<file path="config.mk">
export PLATFORM = sky130hd
export DESIGN_NAME = sas_top
export DESIGN_NICKNAME = d
export VERILOG_FILES = /design/src/sas_pkg.sv /design/src/sas_sar_if.sv /design/src/sas_sync.sv /design/src/sas_sar.sv /design/src/sas_top.sv
export VERILOG_INCLUDE_DIRS = /design/src /design/src/src
export SDC_FILE = /design/constraint.sdc
export NUM_CORES = 1
export LEC_CHECK = 0
export BUFFER_PORTS_ARGS = -buffer_cell sky130_fd_sc_hd__buf_2
export CAP_MARGIN = 40
export CORE_UTILIZATION = 30
export CTS_BUF_LIST = sky130_fd_sc_hd__clkbuf_4 sky130_fd_sc_hd__clkbuf_8 sky130_fd_sc_hd__clkbuf_16
export DETAILED_ROUTE_END_ITERATION = 8
export PLACE_DENSITY_LB_ADDON = 0.1
export SETUP_SLACK_MARGIN = 0.4
export SLEW_MARGIN = 20
export SYNTH_ARGS = -nofsm -noshare
export SYNTH_HDL_FRONTEND = slang
export SYNTH_HIERARCHICAL = 1
export SYNTH_SLANG_ARGS = --single-unit
</file>
<file path="constraint.sdc">
create_clock -name sys_clk -period 5.6 [get_ports sys_clk]
set_input_delay 1.12 -clock sys_clk [delete_from_list [all_inputs] [get_ports sys_clk]]
set_output_delay 1.12 -clock sys_clk [all_outputs]
set_load 0.02 [all_outputs]
</file>
<file path="src/sas_map.svh">
// Functional notes
// - starting a conversion holds every input together
// - write fall samples, write rise loads configuration
// - hard-wired mode converts on one write
// - later writes reconvert selected channels, no reconfiguration
// - each read returns location, then advances address
// - multi-channel write fall clears result address
// - inhibited write sets result address for read
// - address bits pick channel or result location
// - power-down bit idles converter, keeps configuration
// - inhibit bit blocks conversion, still loads configuration
// - range bit picks unipolar or bipolar channel
// - pairing bit picks single-ended or differential channel
// - single-channel bit limits conversion to addressed channel
// - channel selection applies to same write
// - range and pairing apply one write later
// - shared data lines driven only during reads
// - mode and supply straps pick fixed configurations
// - single-ended: address picks positive, ground negative
// - differential pairs 0/1..6/7, bit 0 picks positive
// - hard-wired mode ignores data lines on writes
// - busy low throughout conversion, high once stored
`ifndef SAS_MAP_SVH
`define SAS_MAP_SVH
`define SAS_NCH 8
`define SAS_RES_BITS 8
`define SAS_ADDR_LSB 0
`define SAS_ADDR_MSB 2
`define SAS_PD_BIT 3
`define SAS_INH_BIT 4
`define SAS_BIP_BIT 5
`define SAS_PAIR_INPUT_SELECT_BIT 6
`define SAS_ALL_BIT 7
`define SAS_CFG_RESET 8'h00
`define SAS_HW_SE_MASK 8'hFF
`define SAS_HW_PAIR_INPUT_SELECT_MASK 8'h55
`define SAS_SAR_FIRST 8'h80
`endif

</file>
<file path="src/sas_pkg.sv">
`include "sas_map.svh"
package sas_pkg;
  typedef enum logic [2:0] {
    ST_IDLE,
    ST_LOAD,
    ST_SCAN,
    ST_CONV,
    ST_STORE
  } sas_state_t;
  typedef logic [`SAS_RES_BITS-1:0] sas_code_t;
endpackage : sas_pkg

</file>
<file path="src/sas_sar_if.sv">
`timescale 1ns/1ps
`include "sas_map.svh"
interface sas_sar_if;
  logic start;
  logic step;
  logic comp;
  logic done;
  logic [`SAS_RES_BITS-1:0] code;
  logic [`SAS_RES_BITS-1:0] dac;
  modport ctl (output start, output step, output comp,
    input done, input code, input dac);
  modport eng (input start, input step, input comp,
    output done, output code, output dac);
endinterface : sas_sar_if

</file>
<file path="src/sas_sync.sv">
`timescale 1ns/1ps
module sas_sync #(
  parameter int W = 1,
  parameter logic [W-1:0] INIT = '0 // idle level of each pin
)(
  input wire logic sys_clk, // system clock
  input wire logic sys_rst, // sync reset
  input wire logic [W-1:0] din, // asynchronous inputs
  output logic [W-1:0] dout // synchronised copy
);
  logic [W-1:0] meta_q;
  logic [W-1:0] sync_q;

  always_ff @(posedge sys_clk)
  begin
    if (sys_rst)
    begin
      meta_q <= INIT;
      sync_q <= INIT;
    end
    else
    begin
      meta_q <= din;
      sync_q <= meta_q;
    end
  end

  assign dout = sync_q;
endmodule : sas_sync

</file>
<file path="src/sas_sar.sv">
`timescale 1ns/1ps
`include "sas_map.svh"
module sas_sar
  import sas_pkg::*;
(
  input wire logic sys_clk, // system clock
  input wire logic sys_rst, // sync reset
  sas_sar_if.eng sar // engine side
);
  logic run_q;
  logic done_q;
  sas_code_t trial_q;
  sas_code_t dac_q;
  sas_code_t code_q;

  // one decision per converter clock step after the first, msb first
  always_ff @(posedge sys_clk)
  begin
    if (sys_rst)
    begin
      run_q <= 1'b0;
      done_q <= 1'b0;
      trial_q <= '0;
      dac_q <= '0;
      code_q <= '0;
    end
    else
    begin
      done_q <= 1'b0;
      if (sar.start)
      begin
        run_q <= 1'b1;
        trial_q <= '0;
        dac_q <= `SAS_SAR_FIRST;
      end
      else if (run_q && sar.step && trial_q == '0)
        trial_q <= `SAS_SAR_FIRST; // first step only lets comparator settle
      else if (run_q && sar.step)
      begin
        trial_q <= trial_q >> 1;
        if (trial_q[0])
        begin
          run_q <= 1'b0;
          done_q <= 1'b1;
          code_q <= sar.comp ? dac_q : (dac_q & ~trial_q);
        end
        else
          dac_q <= (sar.comp ? dac_q : (dac_q & ~trial_q))
            | (trial_q >> 1);
      end
    end
  end

  assign sar.done = done_q;
  assign sar.code = code_q;
  assign sar.dac = dac_q;
endmodule : sas_sar

</file>
<file path="src/sas_top.sv">
`timescale 1ns/1ps
`include "sas_map.svh"
module sas_top
  import sas_pkg::*;
(
  input wire logic sys_clk, // 250 MHz system clock
  input wire logic sys_rst, // sync reset, active high
  input wire logic cs_n, // chip select pin
  input wire logic wr_n, // write strobe pin
  input wire logic rd_n, // read strobe pin
  input wire logic conv_clk, // external converter clock pin
  input wire logic [7:0] data_in, // shared data lines, input side
  output logic [7:0] data_out, // shared data lines, output side
  output logic data_oe_n, // low while data lines driven
  input wire logic mode_float, // strap: mode pin unconnected
  input wire logic mode_level, // strap: mode pin level
  input wire logic vss_neg, // strap: negative supply present
  input wire logic comp_above, // comparator: input above dac
  output logic busy_n, // low while converting
  output logic hold_all, // all track/holds in hold
  output logic [2:0] mux_pos, // positive analog_input channel
  output logic [2:0] mux_neg, // negative channel when paired
  output logic mux_neg_gnd, // negative input is analog_ground
  output logic range_bipolar, // signed range in use
  output logic [7:0] dac_code, // trial code to dac
  output logic power_down // low-power request
);
  localparam int NCH = `SAS_NCH;

  logic [15:0] pins_raw;
  logic [15:0] pins_s;
  logic cs_n_s;
  logic wr_n_s;
  logic rd_n_s;
  logic clk_s;
  logic comp_s;
  logic float_s;
  logic level_s;
  logic vneg_s;
  logic [7:0] din_s;

  assign pins_raw = {data_in, vss_neg, mode_level, mode_float,
    comp_above, conv_clk, rd_n, wr_n, cs_n};

  // sync flops reset to idle pin levels, so no false strobe edge
  sas_sync #(.W(16), .INIT(16'h0027)) u_sync (
    .sys_clk(sys_clk),
    .sys_rst(sys_rst),
    .din(pins_raw),
    .dout(pins_s)
  );

  assign cs_n_s = pins_s[0];
  assign wr_n_s = pins_s[1];
  assign rd_n_s = pins_s[2];
  assign clk_s = pins_s[3];
  assign comp_s = pins_s[4];
  assign float_s = pins_s[5];
  assign level_s = pins_s[6];
  assign vneg_s = pins_s[7];
  assign din_s = pins_s[15:8];

  // strobe edges, gated by chip select
  logic wr_act;
  logic rd_act;
  logic wr_act_q;
  logic rd_act_q;
  logic clk_q;
  logic wr_fall;
  logic wr_rise;
  logic rd_fall;
  logic rd_rise;
  logic step;

  assign wr_act = ~cs_n_s & ~wr_n_s;
  assign rd_act = ~cs_n_s & ~rd_n_s;

  always_ff @(posedge sys_clk)
  begin
    if (sys_rst)
    begin
      wr_act_q <= 1'b0;
      rd_act_q <= 1'b0;
      clk_q <= 1'b0;
    end
    else
    begin
      wr_act_q <= wr_act;
      rd_act_q <= rd_act;
      clk_q <= clk_s;
    end
  end

  assign wr_fall = wr_act & ~wr_act_q;
  assign wr_rise = ~wr_act & wr_act_q;
  assign rd_fall = rd_act & ~rd_act_q;
  assign rd_rise = ~rd_act & rd_act_q;
  assign step = clk_s & ~clk_q;

  // configuration fields of the presented write
  logic hardwired;
  logic reg_wr;
  logic [2:0] wr_addr;
  logic wr_inh;
  logic wr_pd;
  logic wr_single;

  assign hardwired = ~float_s;
  assign reg_wr = wr_rise & ~hardwired;
  assign wr_addr = din_s[`SAS_ADDR_MSB:`SAS_ADDR_LSB];
  assign wr_inh = din_s[`SAS_INH_BIT];
  assign wr_pd = din_s[`SAS_PD_BIT];
  assign wr_single = din_s[`SAS_ALL_BIT];

  // mux_configuration storage
  logic [NCH-1:0] sel_q;
  logic [NCH-1:0] pend_bip_q;
  logic [NCH-1:0] pend_pair_input_select_q;
  logic [NCH-1:0] eff_bip_q;
  logic [NCH-1:0] eff_pair_input_select_q;
  logic single_q;
  logic [2:0] single_ch_q;
  logic pd_q;

  always_ff @(posedge sys_clk)
  begin
    if (sys_rst)
    begin
      sel_q <= `SAS_CFG_RESET;
      pend_bip_q <= `SAS_CFG_RESET;
      pend_pair_input_select_q <= `SAS_CFG_RESET;
      eff_bip_q <= `SAS_CFG_RESET;
      eff_pair_input_select_q <= `SAS_CFG_RESET;
      single_q <= 1'b0;
      single_ch_q <= 3'h0;
      pd_q <= 1'b0;
    end
    else if (reg_wr)
    begin
      eff_bip_q <= pend_bip_q;
      eff_pair_input_select_q <= pend_pair_input_select_q;
      pend_bip_q[wr_addr] <= din_s[`SAS_BIP_BIT];
      pend_pair_input_select_q[wr_addr] <= din_s[`SAS_PAIR_INPUT_SELECT_BIT];
      pd_q <= wr_pd;
      single_q <= wr_single;
      single_ch_q <= wr_addr;
      if (!wr_single)
      begin
        sel_q[wr_addr] <= 1'b1;
        if (din_s[`SAS_PAIR_INPUT_SELECT_BIT])
          sel_q[wr_addr ^ 3'h1] <= 1'b0;
      end
    end
  end

  // conversion sequencer
  sas_state_t state_q;
  logic [NCH-1:0] run_mask_q;
  logic [2:0] ch_q;
  logic start_now;
  logic multi_fall;
  sas_sar_if sar_if ();

  assign start_now = wr_rise & (state_q == ST_IDLE)
    & (hardwired | (~wr_inh & ~wr_pd));
  assign multi_fall = wr_fall & (hardwired | ~single_q);

  always_ff @(posedge sys_clk)
  begin
    if (sys_rst)
    begin
      state_q <= ST_IDLE;
      run_mask_q <= '0;
      ch_q <= 3'h0;
    end
    else
    begin
      case (state_q)
        ST_IDLE:
          if (start_now)
            state_q <= ST_LOAD;
        ST_LOAD:
        begin
          ch_q <= 3'h0;
          state_q <= ST_SCAN;
          if (hardwired)
            run_mask_q <= level_s ? `SAS_HW_PAIR_INPUT_SELECT_MASK
              : `SAS_HW_SE_MASK;
          else if (single_q)
            run_mask_q <= NCH'(1) << single_ch_q;
          else
            run_mask_q <= sel_q;
        end
        ST_SCAN:
          if (run_mask_q[ch_q])
            state_q <= ST_CONV;
          else if (ch_q == 3'(NCH - 1))
            state_q <= ST_IDLE;
          else
            ch_q <= ch_q + 3'h1;
        ST_CONV:
          if (sar_if.done)
            state_q <= ST_STORE;
        ST_STORE:
        begin
          run_mask_q[ch_q] <= 1'b0;
          state_q <= ST_SCAN;
        end
        default:
          state_q <= ST_IDLE;
      endcase
    end
  end

  assign busy_n = (state_q == ST_IDLE);

  // all track/holds close together on the write fall
  always_ff @(posedge sys_clk)
  begin
    if (sys_rst)
      hold_all <= 1'b0;
    else if (wr_fall)
      hold_all <= 1'b1;
    else if (wr_rise && !start_now && state_q == ST_IDLE)
      hold_all <= 1'b0;
    else if (state_q == ST_SCAN && !run_mask_q[ch_q]
      && ch_q == 3'(NCH - 1))
      hold_all <= 1'b0;
  end

  // analog mux steering for the channel in conversion
  logic ch_pair_input_select;
  logic ch_bip;

  assign ch_pair_input_select = hardwired ? level_s : eff_pair_input_select_q[ch_q];
  assign ch_bip = hardwired ? vneg_s : eff_bip_q[ch_q];

  always_ff @(posedge sys_clk)
  begin
    if (sys_rst)
    begin
      mux_pos <= 3'h0;
      mux_neg <= 3'h0;
      mux_neg_gnd <= 1'b1;
      range_bipolar <= 1'b0;
    end
    else if (state_q == ST_SCAN && run_mask_q[ch_q])
    begin
      mux_pos <= ch_q;
      mux_neg <= ch_q ^ 3'h1;
      mux_neg_gnd <= ~ch_pair_input_select;
      range_bipolar <= ch_bip;
    end
  end

  assign sar_if.start = (state_q == ST_SCAN) & run_mask_q[ch_q];
  assign sar_if.step = step;
  assign sar_if.comp = comp_s;
  assign dac_code = sar_if.dac;

  sas_sar u_sar (
    .sys_clk(sys_clk),
    .sys_rst(sys_rst),
    .sar(sar_if.eng)
  );

  // result RAM and its walking address
  sas_code_t ram_q [NCH];
  logic [2:0] ptr_q;

  always_ff @(posedge sys_clk)
  begin
    if (sys_rst)
    begin
      for (int i = 0; i < NCH; i++)
        ram_q[i] <= '0;
    end
    else if (state_q == ST_CONV && sar_if.done)
      ram_q[ch_q] <= sar_if.code;
  end

  always_ff @(posedge sys_clk)
  begin
    if (sys_rst)
      ptr_q <= 3'h0;
    else if (multi_fall)
      ptr_q <= 3'h0;
    else if (reg_wr && (wr_inh || wr_single))
      ptr_q <= wr_addr;
    else if (rd_rise)
      ptr_q <= ptr_q + 3'h1;
  end

  always_ff @(posedge sys_clk)
  begin
    if (sys_rst)
      data_out <= 8'h00;
    else if (rd_fall)
      data_out <= ram_q[ptr_q];
  end

  assign data_oe_n = ~rd_act;
  assign power_down = ~hardwired & pd_q;
endmodule : sas_top

</file>
# After elaboration in Yosys (flattened, before gate mapping)

Memory sizes are Yosys's and may differ from the RTL's. A register that Yosys moved wholly into a read port is not among the register bits.
Index checks and enable logic that the tools add are counted.

Bits in registers: 132
Bits in latches: 0
Memory bits (writable): 64
Memory bits (read-only): 0
Output and inout port bits: 28
Logic and storage cells: 186
Memories kept: 1

Memories:

| name  | words | bits a word | rd ports | clocked after memory_dff | write ports | line           | RTL |
|---|---|---|---|---|---|---|---|
| ram_q | 8     | 8           | 1        | 1                        | 8           | sas_top.sv:268 | `sas_code_t ram_q [NCH];` |

Add/subtract/negate cells: 2
$mul: 0
Div/mod/pow operators: 0
Order comparisons: 6
Equality and inequality tests: 12
Shifts and indexed selects: 1
Mux-type cells: 54
Bitwise operators: 44
Reduce and logical (&&, ||, !) cells: 37

Operators by type and width:

| operator                                                   | number |
|---|---|
| two-way mux 8 bit                                          | 12 |
| two-way mux 3 bit                                          | 9 |
| bitwise AND 8 bit                                          | 3 |
| NOT 8 bit                                                  | 3 |
| two-way mux 1 bit                                          | 22 |
| NOT 1 bit                                                  | 20 |
| bitwise mux 8 bit                                          | 2 |
| case mux 8 bit (2 select lines)                            | 1 |
| AND reduction 3 bit                                        | 5 |
| bitwise AND 1 bit                                          | 14 |
| logical AND 1 bit                                          | 12 |
| less-than comparator 3 x 4 -> 1 bit, second input constant | 3 |
| case mux 3 bit (4 select lines)                            | 1 |
| nonzero test 2 bit                                         | 6 |
| binary-select mux 1 bit (select 3 bit)                     | 3 |
| demux 1 bit (select 3 bit)                                 | 3 |
| >= comparator 3 x 1 -> 1 bit, second input constant        | 3 |
| zero test 8 bit                                            | 1 |
| inequality test 2 bit, second input constant               | 4 |
| bitwise OR 8 x 7 -> 8 bit                                  | 1 |
| bitwise OR 8 bit                                           | 1 |
| OR reduction 8 bit                                         | 1 |
| << shifter 1 x 3 -> 8 bit, first input constant            | 1 |
| adder 3 x 1 -> 3 bit, second input constant                | 2 |
| 16 further kinds                                           | 23 |

# Longest topological paths before layout

Word-level depth: 11
Mapped depth: 11

# Hierarchy

Netlist, hierarchy kept.

Modules (own cells, without submodules):

| module   | instances | cells each | area an instance (µm²) | seq. area each (µm²) |
|---|---|---|---|---|
| sas_top  | 1         | 627        | 6570.1                 | 3523.4 |
| sas_sar  | 1         | 118        | 1052.3                 | 520.5 |
| sas_sync | 1         | 67         | 862.1                  | 640.6 |

# Least setup slack after synthesis

OpenSTA, ideal clock, no wires.

Kind: input to register
From: input port sys_rst
To: memory ram_q[3][0] in the netlist's numbering, enable pin
Library setup time: 0.384 ns
Arrival time: 2.447 ns
Slack: 2.769 ns
Cell stages on the path: 3
Path buffers: 1
Cell sequence: or4b_1 clkbuf_1 o21ai_0

RTL lines:

| what            | line           | RTL |
|---|---|---|
| start, declared | sas_top.sv:7   | `input wire logic sys_rst,` |
| end, declared   | sas_top.sv:268 |  |

# Worst setup path in the final report

From: register state_q[1]
To: output port busy_n

Longest elaborated chain between the ends: 1

RTL lines:

| what                   | line           | RTL |
|---|---|---|
| start, declared        | sas_top.sv:157 | `sas_state_t state_q;` |
| start signal, assigned | sas_top.sv:172 | `state_q <= ST_IDLE;` |
| start signal, assigned | sas_top.sv:181 | `state_q <= ST_LOAD;` |
| start signal, assigned | sas_top.sv:185 | `state_q <= ST_SCAN;` |
| zero test 3 bit        | sas_top.sv:215 | `assign busy_n = (state_q == ST_IDLE);` |
| end, declared          | sas_top.sv:19  | `output logic busy_n,` |

Every way passes these cells.

==> impl_summary.txt <==
----------------------------------------------------
[Setup path]
  Crit path launch type ... register
  Required time at the endpoint of the critical path ... 4480 ps
  Max FO, Critical Path ... 16
  Worst path arrival time ... 1810 ps
  Critical Path, Cell by Cell ... nor3_1 -> buf_2
  Largest stage delay, worst path ... 550 ps
  Number of gates on the worst path with buffers counted ... 2
  Worst r2r path cells ... 8
  Register-to-register setup slack ... 2780 ps
  Cell family with most CP delay ... simple AND/OR/NAND/NOR gates
  Worst reg2reg path endpoint ... u_sar/sar.code[5]$_SDFFE_PP0P_
  Worst setup EP type ... output port
  Worst setup path category ... reg2out
  Critical-path top delay cell ... sky130_fd_sc_hd__nor3_1
  Reg-to-reg startpoint ... ch_q[1]$_SDFFE_PP0P_
  Bufs and invs on worst path ... 1

[Synth]
  Number of synthesized register bits ... 202
  Largest cells by area after synthesis ... sky130_fd_sc_hd__dfxtp_1, sky130_fd_sc_hd__edfxtp_1, sky130_fd_sc_hd__and2_1, sky130_fd_sc_hd__mux4_2, sky130_fd_sc_hd__a21oi_1
  Cell with the most instances after synthesis ... sky130_fd_sc_hd__dfxtp_1
  Most numerous cell types in the synthesized netlist ... sky130_fd_sc_hd__dfxtp_1, sky130_fd_sc_hd__nand2_1, sky130_fd_sc_hd__a21oi_1, sky130_fd_sc_hd__and2_1, sky130_fd_sc_hd__edfxtp_1
  Number of instances in the synthesized netlist ... 812
  Primary FF master, synth ... sky130_fd_sc_hd__dfxtp_1
  Async set-reset flop share out of synthesis ... 0%
  Synthesized area ... 8480 sq um
  Post-synthesis sequential area ratio ... 55.2%
  Library cells used by synthesis ... 58
  Cell taking the most area after synthesis ... sky130_fd_sc_hd__dfxtp_1
  Post-Syn Nets ... 833
  Average footprint of a synthesized cell ... 10.4 sq um
  Number of flops mapped to enable cells by yosys ... 64
  Count of synthesis-stage warnings from yosys ... 6
  Top cell type's share of synthesized area ... 32.6%

[Timing]
  Maximum operating frequency ... 341 MHz
  Clock period minus worst slack ... 2930 ps
  Tightest hold margin ... 414 ps
  Finish-stage setup viols ... 0
  Final max-slew violation count ... 0
  Final setup skew ... 7.06 ps
  Final worst path period share ... 52.4%
  Final Hold Viols ... 0
  Setup repair after global routing missed its margin ... false
  Setup Total Neg Slack ... 0 ps
  Fin worst setup slack ... 2670 ps
  Normalized max-slew margin ... 49.3%
  Worst-Margin Slew ... 759 ps

[Die]
  Placeable core area ... 27800 sq um
  Die outline area ... 29000 sq um
  Number of placed I/O pins ... 46
  Placement row count ... 61
  Starting density of the core ... 30.5%
  Die Span X ... 170 um
  Die boundary height ... 170 um

[Run]
  MaxCap Viol Count ... 0

[Global route]
  Via count of the first global-routing pass ... 5828
  Largest net degree at the start of global routing ... 86
  First-pass GRT wire length ... 33700 um
  Overall Global Routing Usage ... 15.0%
  Gr ovfl total ... 0
  Antenna violations before repair ... 0

[Cells and area]
  Area grow syn2layout ... 16.2%
  Fraction of layout cells with a size suffix above 1 ... 17.4%
  Filler instances ... 2836
  Number of nets in the layout ... 865
  Number of inserted diodes ... 0

[Pwr]
  Static Leak ... 3.51 nW
  Sequential fraction of design power ... 49.3%
  Int Power ... 2.50 mW
  Clock share of power ... 48.3%
  Net Sw Power ... 660 uW
  Ratio of total power to cell area ... 320 nW/um^2
  Max IR drop VDD ... 184 uV
  Switch share ... 20.9%
  Share of total power in combinational logic ... 2.4%

[CTS]
  Total of hold buffers inserted after clock tree synthesis ... 0
  TritonCTS clock tree ... done
  CTS clock-pin slew for the worst setup and hold paths ... 50 ps
  Root Buffer Master ... sky130_fd_sc_hd__clkbuf_16
  Clock buffers created by TritonCTS ... 24
  Number of buffers added for setup after CTS ... 0
  Source-to-sink clock delay at the later pin of the worst-skew pair ... 510 ps
  H-Tree Depth ... 1
  PostCTS Resize Cnt ... 0
  Clock sink count ... 202
  Largest buffer count on any clock path ... 3

[Detailed routing]
  Drt wl/cell ... 17.1 um
  Via-per-instance ratio ... 4.76
  Total wirelength of the detailed-routed design ... 21200 um
  Via count ... 5900
  Iter 0 DRT Violations ... 264
  Antenna-violating nets left ... 0
  Remaining DRCs ... 0
  Pre-Repair DR Iteration Count ... 5

[Min path]
  Hold_sp ... u_sync/meta_q[1]$_SDFF_PP1_
  Cells on Worst Hold Path ... 1
  Destination of the worst hold path ... u_sync/dout[1]$_SDFF_PP1_
  Path class of the lowest-slack min-delay path ... reg2reg

[Placed design]
  Dpl ws ... 2490 ps
  Count of port buffers added during placement ... 45
  Detailed Place HPWL ... 14700 um
  Final weighted congestion in routability-driven placement ... 0.736

[Outcome]
  Status ... finished clean

----------------------------------------------------
## stage by stage
step / cell area (sq um) / instances / util (%) / total power [mW]
final: 9860 / 1239 / 35.5 / 3.16
after global routing: 9860 / 1239 / 35.5 / 3.28
after CTS: 9810 / 1236 / 35.3 / 3.20
after detailed placement: 9020 / 1193 / 32.5 / 1.66
after global placement: 8970 / 1185 / 32.3 / 1.66
after floorplan: 8480 / 812 / - / 1.63
## per-layer routing
metal / wire length [um] / vias to the layer above / track usage, %
met5: 0 / - / 0
met4: 345 / 0 / 3.49
met3: 911 / 31 / 2.44
met2: 9510 / 114 / 24.1
met1: 10400 / 2827 / 21.1
li1: - / 2928 / -
## worst reg2reg max path, cell delays in order, from the launching register on
cell                      delay (ps)
sky130_fd_sc_hd__dfxtp_1         790
sky130_fd_sc_hd__nor2b_1         270
sky130_fd_sc_hd__a22o_1          350
sky130_fd_sc_hd__or3_1           430
sky130_fd_sc_hd__inv_1           180
sky130_fd_sc_hd__nor3b_1         210
sky130_fd_sc_hd__buf_4           220
sky130_fd_sc_hd__mux2i_1         210
sky130_fd_sc_hd__nor2_1           50
## registers in the layout, summed over array words and instances (netlist names), 3 cells and up, named ones only
| name | count |
|---|---|
| ram_q | 64 |
| u_sync/dout | 16 |
| u_sync/meta_q | 16 |
| data_out | 8 |
| eff_bip_q | 8 |
| eff_pair_input_select_q | 8 |
| pend_bip_q | 8 |
| pend_pair_input_select_q | 8 |
| run_mask_q | 8 |
| u_sar/sar.code | 8 |
| u_sar/sar.dac | 8 |
| u_sar/trial_q | 8 |
| ch_q | 3 |
| mux_pos | 3 |
| ptr_q | 3 |
| single_ch_q | 3 |
| state_q | 3 |
## placed cells by master (no fill, tap or decap), drive strengths merged, types with 4 or more instances in the layout
master / n
dfxtp: 138
edfxtp: 64
nand3: 6
a21boi: 8
o211a: 4
o211ai: 6
nand2: 86
clkbuf: 34
a22oi: 4
clkinv: 8
nor2b: 38
or2: 12
buf: 61
a211oi: 7
a21oi: 70
inv: 8
nand3b: 4
mux2i: 31
nand2b: 12
o21ai: 41
and2: 67
o31ai: 5
nor2: 59
nor4: 5
a31oi: 5
a31o: 7
mux4: 17
nor3: 13
## layout make-up
cell class / count / area, sq um / share of cell area [%]
Clock buffer: 34 / 718 / 7.28
Clock inverter: 9 / 70.1 / 0.710
Inverter: 8 / 30.0 / 0.304
Multi-Input combinational cell: 547 / 3520 / 35.7
Sequential cell: 202 / 4690 / 47.5
Tap cell: 378 / 473 / 4.80
Timing Repair Buffer: 61 / 364 / 3.69
## cell families after synthesis
kind of cell	Yosys count	share of synthesized area (%)
mux	51	8.61
buf+inv	63	3.29
simple gates	318	19.5
xor+xnor	2	0.206
flops	202	55.2
compound gates	173	12.7
fa+ha+maj	3	0.442
## power by group through the flow
stage                     Clock [mW]  Combinational [mW]  Sequential, mW
after global placement             0              0.0707            1.59
after detailed placement           0              0.0738            1.59
after floorplan                    0              0.0534            1.58
final                           1.53              0.0755            1.56
after CTS                       1.57              0.0741            1.56
after global routing            1.64              0.0838            1.56
## worst max path at each step
stage / startpoint / to / slack [ps]
after floorplan: sys_rst / ram_q[3][0]$_SDFFCE_PN0P_ / 2770
after global placement: sys_rst / ram_q[5][4]$_SDFFCE_PN0P_ / 2220
after global routing: ch_q[1]$_SDFFE_PP0P_ / u_sar/sar.code[5]$_SDFFE_PP0P_ / 2500
after detailed placement: sys_rst / ram_q[4][2]$_SDFFCE_PN0P_ / 2490
final: state_q[1]$_SDFFE_PP0P_ / busy_n / 2670
after CTS: ch_q[2]$_SDFFE_PP0P_ / u_sar/sar.code[7]$_SDFFE_PP0P_ / 2630
No activity file was read; power rests on OpenSTA's default activity.
